`src/verilog/wwd_pkg.sv`:
```
// constants shared by the window watchdog files
// assumes nothing beyond a single 200 MHz clock domain
package wwd_pkg;
   localparam int        WWD_CNT_W        = 7;
   localparam int        WWD_RUN_BIT      = 7;
   localparam int        WWD_CNT_MSB      = 6;
   localparam int        WWD_CFG_W        = 10;
   localparam int        WWD_CFG_IRQ_BIT  = 9;
   localparam int        WWD_CFG_SEL_LSB  = 7;
   localparam int        WWD_CFG_SEL_MSB  = 8;
   localparam int        WWD_CFG_WIN_MSB  = 6;
   localparam int        WWD_STAT_FLAG    = 0;
   localparam logic [7:0] WWD_CTRL_RESET  = 8'h7f;
   localparam logic [9:0] WWD_CFG_RESET   = 10'h07f;
   localparam logic [6:0] WWD_CNT_EXPIRE  = 7'h3f;
   localparam logic [6:0] WWD_CNT_WARN    = 7'h40;
   localparam int        WWD_BASE_DIV     = 4096;
   localparam int        WWD_SEL_W        = 2;
   localparam int        WWD_DIV_W        = 15;
endpackage

```
`src/verilog/wwd_tick_div.sv`:
```
// tick divider: one-cycle tick every BASE_DIV * 2**sel clock cycles
// assumes enable and restart are synchronous to clk
`timescale 1ns/1ps
module wwd_tick_div
   import wwd_pkg::*;
#(
   parameter int BASE_DIV = WWD_BASE_DIV
) (
   input  wire logic                 clk,
   input  wire logic                 arst_n,
   input  wire logic                 enable,
   input  wire logic                 restart,
   input  wire logic [WWD_SEL_W-1:0] divSel,
   output logic                      tick
);
   logic [WWD_DIV_W-1:0] cnt_q;
   logic [WWD_DIV_W-1:0] term;

   if (BASE_DIV < 1 || BASE_DIV > WWD_BASE_DIV) begin : g_chk
      $error("BASE_DIV out of range");
   end

   // terminal count of the selected power-of-two stage
   assign term = WWD_DIV_W'((BASE_DIV << divSel) - 1);

   always_ff @(posedge clk or negedge arst_n) begin
      if (!arst_n) begin
         cnt_q <= '0;
      end else if (restart || !enable) begin
         cnt_q <= '0;
      end else if (cnt_q == term) begin
         cnt_q <= '0;
      end else begin
         cnt_q <= cnt_q + 1'b1;
      end
   end

   always_ff @(posedge clk or negedge arst_n) begin
      if (!arst_n) begin
         tick <= 1'b0;
      end else begin
         tick <= enable && !restart && (cnt_q == term);
      end
   end
endmodule

```
`src/verilog/wwd_window_watchdog.sv`:
```
// window watchdog: 7-bit down-counter, window check, early warning
// assumes register writes arrive as one-cycle strobes; reset request goes to reset control
`timescale 1ns/1ps
module wwd_window_watchdog
   import wwd_pkg::*;
#(
   parameter int BASE_DIV = WWD_BASE_DIV
) (
   input  wire logic                 clk,
   input  wire logic                 arst_n,
   input  wire logic                 ctrlWrEn,
   input  wire logic [7:0]           ctrlWrData,
   input  wire logic                 cfgWrEn,
   input  wire logic [WWD_CFG_W-1:0] cfgWrData,
   input  wire logic                 statWrEn,
   input  wire logic                 statWrData,
   input  wire logic                 debugHalt,
   input  wire logic                 debugHaltFreeze,
   output logic [7:0]                ctrlRd,
   output logic [WWD_CFG_W-1:0]      cfgRd,
   output logic                      earlyWarnFlag,
   output logic                      earlyWarnInterrupt,
   output logic                      resetReq
);
   logic                 run_q;
   logic [WWD_CNT_W-1:0] count_q;
   logic [WWD_CNT_W-1:0] window_q;
   logic [WWD_SEL_W-1:0] divSel_q;
   logic                 irqEn_q;
   logic                 flag_q;
   logic                 irq_q;
   logic                 resetReq_q;
   logic                 tick;
   logic                 frozen;
   logic                 stepOk;
   logic                 refresh;
   logic                 premature;
   logic                 expire;
   logic                 warn;

   assign frozen    = debugHalt && debugHaltFreeze;
   assign stepOk    = run_q && !frozen && !resetReq_q;
   assign refresh   = ctrlWrEn && run_q && !resetReq_q;
   assign premature = refresh && (count_q > window_q);
   assign expire    = stepOk && tick && !ctrlWrEn && (count_q == WWD_CNT_WARN);
   assign warn      = stepOk && tick && !ctrlWrEn
                      && (count_q == WWD_CNT_WARN + 7'h01);

   wwd_tick_div #(
      .BASE_DIV (BASE_DIV)
   ) u_tick (
      .clk     (clk),
      .arst_n  (arst_n),
      .enable  (stepOk),
      .restart (refresh || resetReq_q),
      .divSel  (divSel_q),
      .tick    (tick)
   );

   // run-enable and counter
   always_ff @(posedge clk or negedge arst_n) begin
      if (!arst_n) begin
         run_q   <= WWD_CTRL_RESET[WWD_RUN_BIT];
         count_q <= WWD_CTRL_RESET[WWD_CNT_W-1:0];
      end else if (resetReq_q) begin
         run_q   <= WWD_CTRL_RESET[WWD_RUN_BIT];
         count_q <= WWD_CTRL_RESET[WWD_CNT_W-1:0];
      end else if (ctrlWrEn) begin
         run_q   <= run_q || ctrlWrData[WWD_RUN_BIT];
         count_q <= ctrlWrData[WWD_CNT_W-1:0];
      end else if (stepOk && tick) begin
         count_q <= count_q - 7'h01;
      end
   end

   // configuration
   always_ff @(posedge clk or negedge arst_n) begin
      if (!arst_n) begin
         window_q <= WWD_CFG_RESET[WWD_CFG_WIN_MSB:0];
         divSel_q <= WWD_CFG_RESET[WWD_CFG_SEL_MSB:WWD_CFG_SEL_LSB];
         irqEn_q  <= WWD_CFG_RESET[WWD_CFG_IRQ_BIT];
      end else if (resetReq_q) begin
         window_q <= WWD_CFG_RESET[WWD_CFG_WIN_MSB:0];
         divSel_q <= WWD_CFG_RESET[WWD_CFG_SEL_MSB:WWD_CFG_SEL_LSB];
         irqEn_q  <= WWD_CFG_RESET[WWD_CFG_IRQ_BIT];
      end else if (cfgWrEn) begin
         window_q <= cfgWrData[WWD_CFG_WIN_MSB:0];
         divSel_q <= cfgWrData[WWD_CFG_SEL_MSB:WWD_CFG_SEL_LSB];
         irqEn_q  <= irqEn_q || cfgWrData[WWD_CFG_IRQ_BIT];
      end
   end

   // early-warning flag: set wins over clear
   always_ff @(posedge clk or negedge arst_n) begin
      if (!arst_n) begin
         flag_q <= 1'b0;
      end else if (resetReq_q) begin
         flag_q <= 1'b0;
      end else if (warn) begin
         flag_q <= 1'b1;
      end else if (statWrEn && !statWrData) begin
         flag_q <= 1'b0;
      end
   end

   // interrupt and reset request pulses
   always_ff @(posedge clk or negedge arst_n) begin
      if (!arst_n) begin
         irq_q      <= 1'b0;
         resetReq_q <= 1'b0;
      end else begin
         irq_q      <= irqEn_q && (warn || premature);
         resetReq_q <= expire || premature;
      end
   end

   assign ctrlRd             = {run_q, count_q};
   assign cfgRd              = {irqEn_q, divSel_q, window_q};
   assign earlyWarnFlag      = flag_q;
   assign earlyWarnInterrupt = irq_q;
   assign resetReq           = resetReq_q;
endmodule

```
`config.mk`:
```
export PLATFORM = sky130hd
export DESIGN_NAME = wwd_window_watchdog
export DESIGN_NICKNAME = d
export VERILOG_FILES = /design/src/verilog/wwd_pkg.sv /design/src/verilog/wwd_tick_div.sv /design/src/verilog/wwd_window_watchdog.sv
export SDC_FILE = /design/constraint.sdc
export NUM_CORES = 1
export LEC_CHECK = 0
export BUFFER_PORTS_ARGS = -buffer_cell sky130_fd_sc_hd__buf_2
export CAP_MARGIN = 0
export CELL_PAD_IN_SITES_DETAIL_PLACEMENT = 2
export CELL_PAD_IN_SITES_GLOBAL_PLACEMENT = 2
export CORE_ASPECT_RATIO = 1.2
export CORE_MARGIN = 2
export CORE_UTILIZATION = 35
export CTS_CLUSTER_DIAMETER = 200
export DETAILED_ROUTE_END_ITERATION = 8
export PLACE_DENSITY_LB_ADDON = 0.1
export SLEW_MARGIN = 25
export SYNTH_ARGS = -nofsm -noshare
export SYNTH_HDL_FRONTEND = slang
export SYNTH_SLANG_ARGS = --single-unit
```
`constraint.sdc`:
```
create_clock -name clk -period 4.9 [get_ports clk]
set_clock_uncertainty 0.1 [all_clocks]
set_input_delay 0.735 -clock clk [delete_from_list [all_inputs] [get_ports clk]]
set_output_delay 0.735 -clock clk [all_outputs]
set_load 0.005 [all_outputs]
```
# After elaboration in Yosys (flattened, before gate mapping)
# Cells that the tools add are included.
[classes] shift=1 eq_ne=3 n_reduce_logical=30 addsub=3 mux=16 order_cmp=1
[ops] operator="2-to-1 mux 7 bit" n=5
[ops] operator="2-to-1 mux 15 bit" n=2
[ops] operator="adder 15 x 1 -> 15 bit (second input constant)" n=1
[ops] operator="equality test 15 bit" n=1
[ops] operator="left shift 13 x 2 -> 15 bit (first input constant)" n=1
[ops] operator="subtractor 15 x 2 -> 15 bit (second input constant)" n=1
[ops] operator="equality test 7 bit (second input constant)" n=2
[ops] operator="logical AND 1 bit" n=14
[ops] operator="greater-than comparator 7 bit" n=1
[ops] operator="2-to-1 mux 1 bit" n=7
[ops] operator="subtractor 7 x 1 -> 7 bit (second input constant)" n=1
[ops] operator="logical NOT 1 bit" n=6
[ops] operator="logical OR 1 bit" n=6
[ops] operator="nonzero test 3 bit" n=2
[ops] operator="2-to-1 mux 2 bit" n=2
[ops] operator="nonzero test 2 bit" n=2
[word_totals] output_inout_bits=21 register_bits=37 elab_cells=64 input_bits=26

# Depth between registers and ports, before layout
[depth] word_depth=9 mapped_depth=6 depth_no_buf=6

# By module
# Synthesis repeated with hierarchy kept, for this count alone.
[hier_totals] cells_unflattened=214 area_unflattened_um2=2058.2
[modules_own_cells] module="wwd_window_watchdog" area_each_um2=1256.2 cells_each=135 n_inst=1 seq_area_each_um2=543.0
[modules_own_cells] module="wwd_tick_div" area_each_um2=802.0 cells_each=79 n_inst=1 seq_area_each_um2=400.4

# Least setup slack after synthesis
# OpenSTA, ideal clock, no wires.
[synth_timing] kind="input to register" start="in debugHalt" end="reg count_q[4]" setup_time_ns=0.073 required_time_ns=4.727 arrival_time_ns=1.689 n_path_buf=1 path_slack_ns=3.038 cell_stages=5 path_cell_list="nand2_1 > a311o_1 > buf_2 > a31o_2 > a21oi_1"
[synth_between] elab_chain_len=6
[synth_lines] item="from (decl)" line_no="wwd_window_watchdog.sv:17" rtl="input wire logic debugHalt,"
[synth_lines] item="logical AND 1 bit" line_no="wwd_window_watchdog.sv:41" rtl="assign frozen = debugHalt && debugHaltFreeze;"
[synth_lines] item="logical NOT 1 bit" line_no="wwd_window_watchdog.sv:42" rtl="assign stepOk = run_q && !frozen && !resetReq_q;"
[synth_lines] item="logical AND 1 bit (2 in series)" line_no="wwd_window_watchdog.sv:42"
[synth_lines] item="logical AND 1 bit" line_no="wwd_window_watchdog.sv:71" rtl="end else if (stepOk && tick) begin"
[synth_lines] item="nonzero test 3 bit (no line)"
[synth_lines] item="to (signal assigned)" line_no="wwd_window_watchdog.sv:67" rtl="count_q <= WWD_CTRL_RESET[WWD_CNT_W-1:0];"
[synth_lines] item="to (signal assigned)" line_no="wwd_window_watchdog.sv:70" rtl="count_q <= ctrlWrData[WWD_CNT_W-1:0];"
[synth_lines] item="to (signal assigned)" line_no="wwd_window_watchdog.sv:72" rtl="count_q <= count_q - 7'h01;"
[synth_lines] item="to (decl)" line_no="wwd_window_watchdog.sv:26" rtl="logic [WWD_CNT_W-1:0] count_q;"
# Every way passes these cells.
# A chain may end at the register's enable or synchronous reset.

# Worst setup path after layout
[layout_timing] start="reg resetReq_q (netlist: resetReq)" end="out resetReq"
[layout_rtl] item="from (decl)" line_no="wwd_window_watchdog.sv:32" rtl="logic resetReq_q;"
[layout_rtl] item="from (signal assigned)" line_no="wwd_window_watchdog.sv:113" rtl="resetReq_q <= expire || premature;"
[layout_rtl] item="to (decl)" line_no="wwd_window_watchdog.sv:23" rtl="output logic resetReq"
# No word-level cell between the ends.

==> summary.md <==
| Metric | Value |
|---|---|
| CP Class | reg -> out |
| Reg2Reg Launch Point | u_tick.cnt_q[13]$_DFF_PN0_ |
| Register Area | 943 sq um |
| DRT Pass-1 Iters | 4 |
| Share of the synthesized area in the top cell type | 27.7% |
| Routed Antenna Nets | 0 |
| Nets | 295 |
| I/O pins | 47 |
| Worst Hold Slack | 438 ps |
| Die X | 74.3 microns |
| Initial Util | roughly 36% |
| Synth Instances | 215 |
| CP Launch Type | register |
| Worst Path Buf+Inv | 1 |
| DRC | 0 |
| Total Wirelength | 5690 microns |
| Worst EP arrival | 1290 ps |
| Slowest-stage cell, CP | dfrtp_1 |
| CTS Buffer Depth | 2 |
| H-tree depth | 2 |
| Vias in the first global route | 1894 |
| Setup TNS | 0 ps |
| Mapped cell area | 2080 sq um |
| Critical Path End Type | output pin |
| Maximum vdd drop | 0.000123 V |
| Post-CTS Hold Fix Bufs | 0 |
| Delay-heaviest family, CP | flip-flops |
| Area growth from synthesis to layout | 17.3% |
| Post-synth ARST share | 100% |
| Max Freq | between 0.4 and 0.5 GHz |
| Final Hold Viols | 0 |
| Top FF cell, synth | dfrtp_1 |
| Commonest cells after routing, fill and taps aside | 46 x buf_2, 23 x dfrtp_1, 20 x nor2_1 |
| Antenna diodes | 0 |
| Worst Hold Class | in -> async |
| First-pass GRT wire length | 9270 microns |
| Die area | 6570 sq um |
| Synth top area cells | dfrtp_1 28%, dfstp_2 18%, ha_1 6.6% |
| Multi-input logic area | between 1000 and 1500 sq um |
| Inserted Clock Buffers | 5 |
| CTS root buf | clkbuf_8 |
| Layout cell share with drive strength beyond 1 | between 30% and 40% |
| Hpwl dp | roughly 4200 microns |
| Core Rows | 30 |
| Worst-path clk slew | approximately 80 ps |
| CP required | 4070 ps |
| Ys Warns | 0 |
| Power Dens Cells | 493 nW/um^2 |
| Worst Slack Setup Final | ~2800 ps |
| Core box area | between 5000 and 6000 sq um |
| Gr ovfl total | 0 |
| Detailed router's first-iteration violation count | 51 |
| Die Span Y | roughly 88 microns |
| Via density | 5.32 |
| Final cell count without fillers | 339 |
| Final Critical Period | around 2100 ps |
| Placed Cells incl. Taps | 331 |
| Status | finished clean |
| Slew Viols, Final | 0 |
| Post-synth cell types | 42 |
| EDFF count, synth | 0 |
| CP max stage delay | between 700 and 800 ps |
| Largest net degree at the start of global routing | 38 |
| # setup viols final | 0 |
| Area leader, netlist | dfrtp_1 |
| GP Congestion | 0.759 |
| Post-DR wirelength/cell | about 17 microns |
| Final cycle utilization of the critical path | roughly 43% |
| Unrepaired setup endpoints after global routing | no |
| Pre-CTS setup slack | 2740 ps |
| Synth Register Bits | 37 |
| Worst-margin pin slew | 854 ps |
| Via count | 1802 |
| Post-cts sizing count | 0 |
| Sequential area share after synthesis | 45.4% |
| Fillcell total | 667 |
| Most common cell after layout, fill and taps aside | buf_2 |
| Mean Syn Cell Area | 9.66 sq um |
| Worst slew margin | between 40% and 50% |
| Leakage Power | between 1 and 1.5 nW |
| IO buf count | 46 |
| Critical Path Source | resetReq$_DFF_PN0_ |
| CP Cell Sequence | buf_2 |
| Syn Nets | 252 |
| Skew-Pair Late Insertion Delay | 290 ps |
| Critical Path Fanout Max | 17 |
| Max Cap Viol | 0 |
| CTS tree | yes |
| Total GRT Usage | 18.6% |
| Sink Count | 37 |
| Postcts setup bufs | 0 |
| Initial antenna violation count | 0 |
final timing paths:
path	to	depth (start not counted)	slack (ps)
max	resetReq	1	2780
min	run_q$_DFFE_PN0P_	1	440
max reg2reg	u_tick.tick$_DFF_PN0_	4	2850
min reg2reg	window_q[3]$_DFFE_PN1P_	2	440
max in group asynchronous	divSel_q[0]$_DFFE_PN0P_	1	3720
min in group clk	window_q[3]$_DFFE_PN1P_	2	440
per-stage QoR:
step                      instance area, sq um  power [mW]  util [%]
after floorplan                           2080       0.808         -
after global placement                    2350       0.982      41.3
after detailed placement                  2350        1.01      41.3
after CTS                                 2440        1.22      42.7
after global routing                      2440        1.30      42.7
final                                     2440        1.20      42.7
synth_stat cells, drive strengths merged, types with 2 or more instances:
master,count
ha,11
clkbuf,6
nor3,16
and3,2
o21bai,3
o211ai,6
nor4,3
a21oi,18
and4,2
a31o,3
dfrtp,23
xor2,6
o21ai,3
nor2,20
nor3b,5
and2,2
nand2,18
nand4,10
nand3,7
xnor2,8
mux2i,3
buf,4
inv,10
dfstp,14
flip-flops by register name (all words and copies together), names as in the netlist:
register,flops
window_q,7
earlyWarnFlag,1
run_q,1
u_tick.tick,1
resetReq,1
count_q,7
earlyWarnInterrupt,1
irqEn_q,1
u_tick.cnt_q,15
divSel_q,2
per-layer routing:
metal,vias up,track usage (%),share of wire (%)
li1,845,-,-
met5,-,0,0
met2,29,36.1,56
met4,0,5.19,1.5
met3,8,3.08,2.7
met1,920,20.6,40
power by group:
part	total [mW]	internal (mW)	switching, mW
clock	0.214	0.0988	0.115
combinational	0.443	0.200	0.243
sequential	0.544	0.427	0.118
logic make-up after synthesis:
group                      after synthesis  synth area share [%]
and+or+nand+nor                         88                  23.0
AOI/OAI and AO/OA                       41                  13.0
DFF                                     37                  45.4
buffers and inverters                   21                  4.58
xor gates and xnor gates                14                  5.90
adders and majority gates               11                  6.63
muxes                                    3                  1.45
area by class of cell:
cell class / instances / area share (%)
Inverter: 11 / 1.69
Clock inverter: 2 / 0.411
Multi-Input combinational cell: 157 / 42.6
Timing Repair Buffer: 46 / 9.45
Clock buffer: 6 / 2.98
Tap cell: 80 / 4.11
Sequential cell: 37 / 38.7
Power figures use the tool's default switching activity.
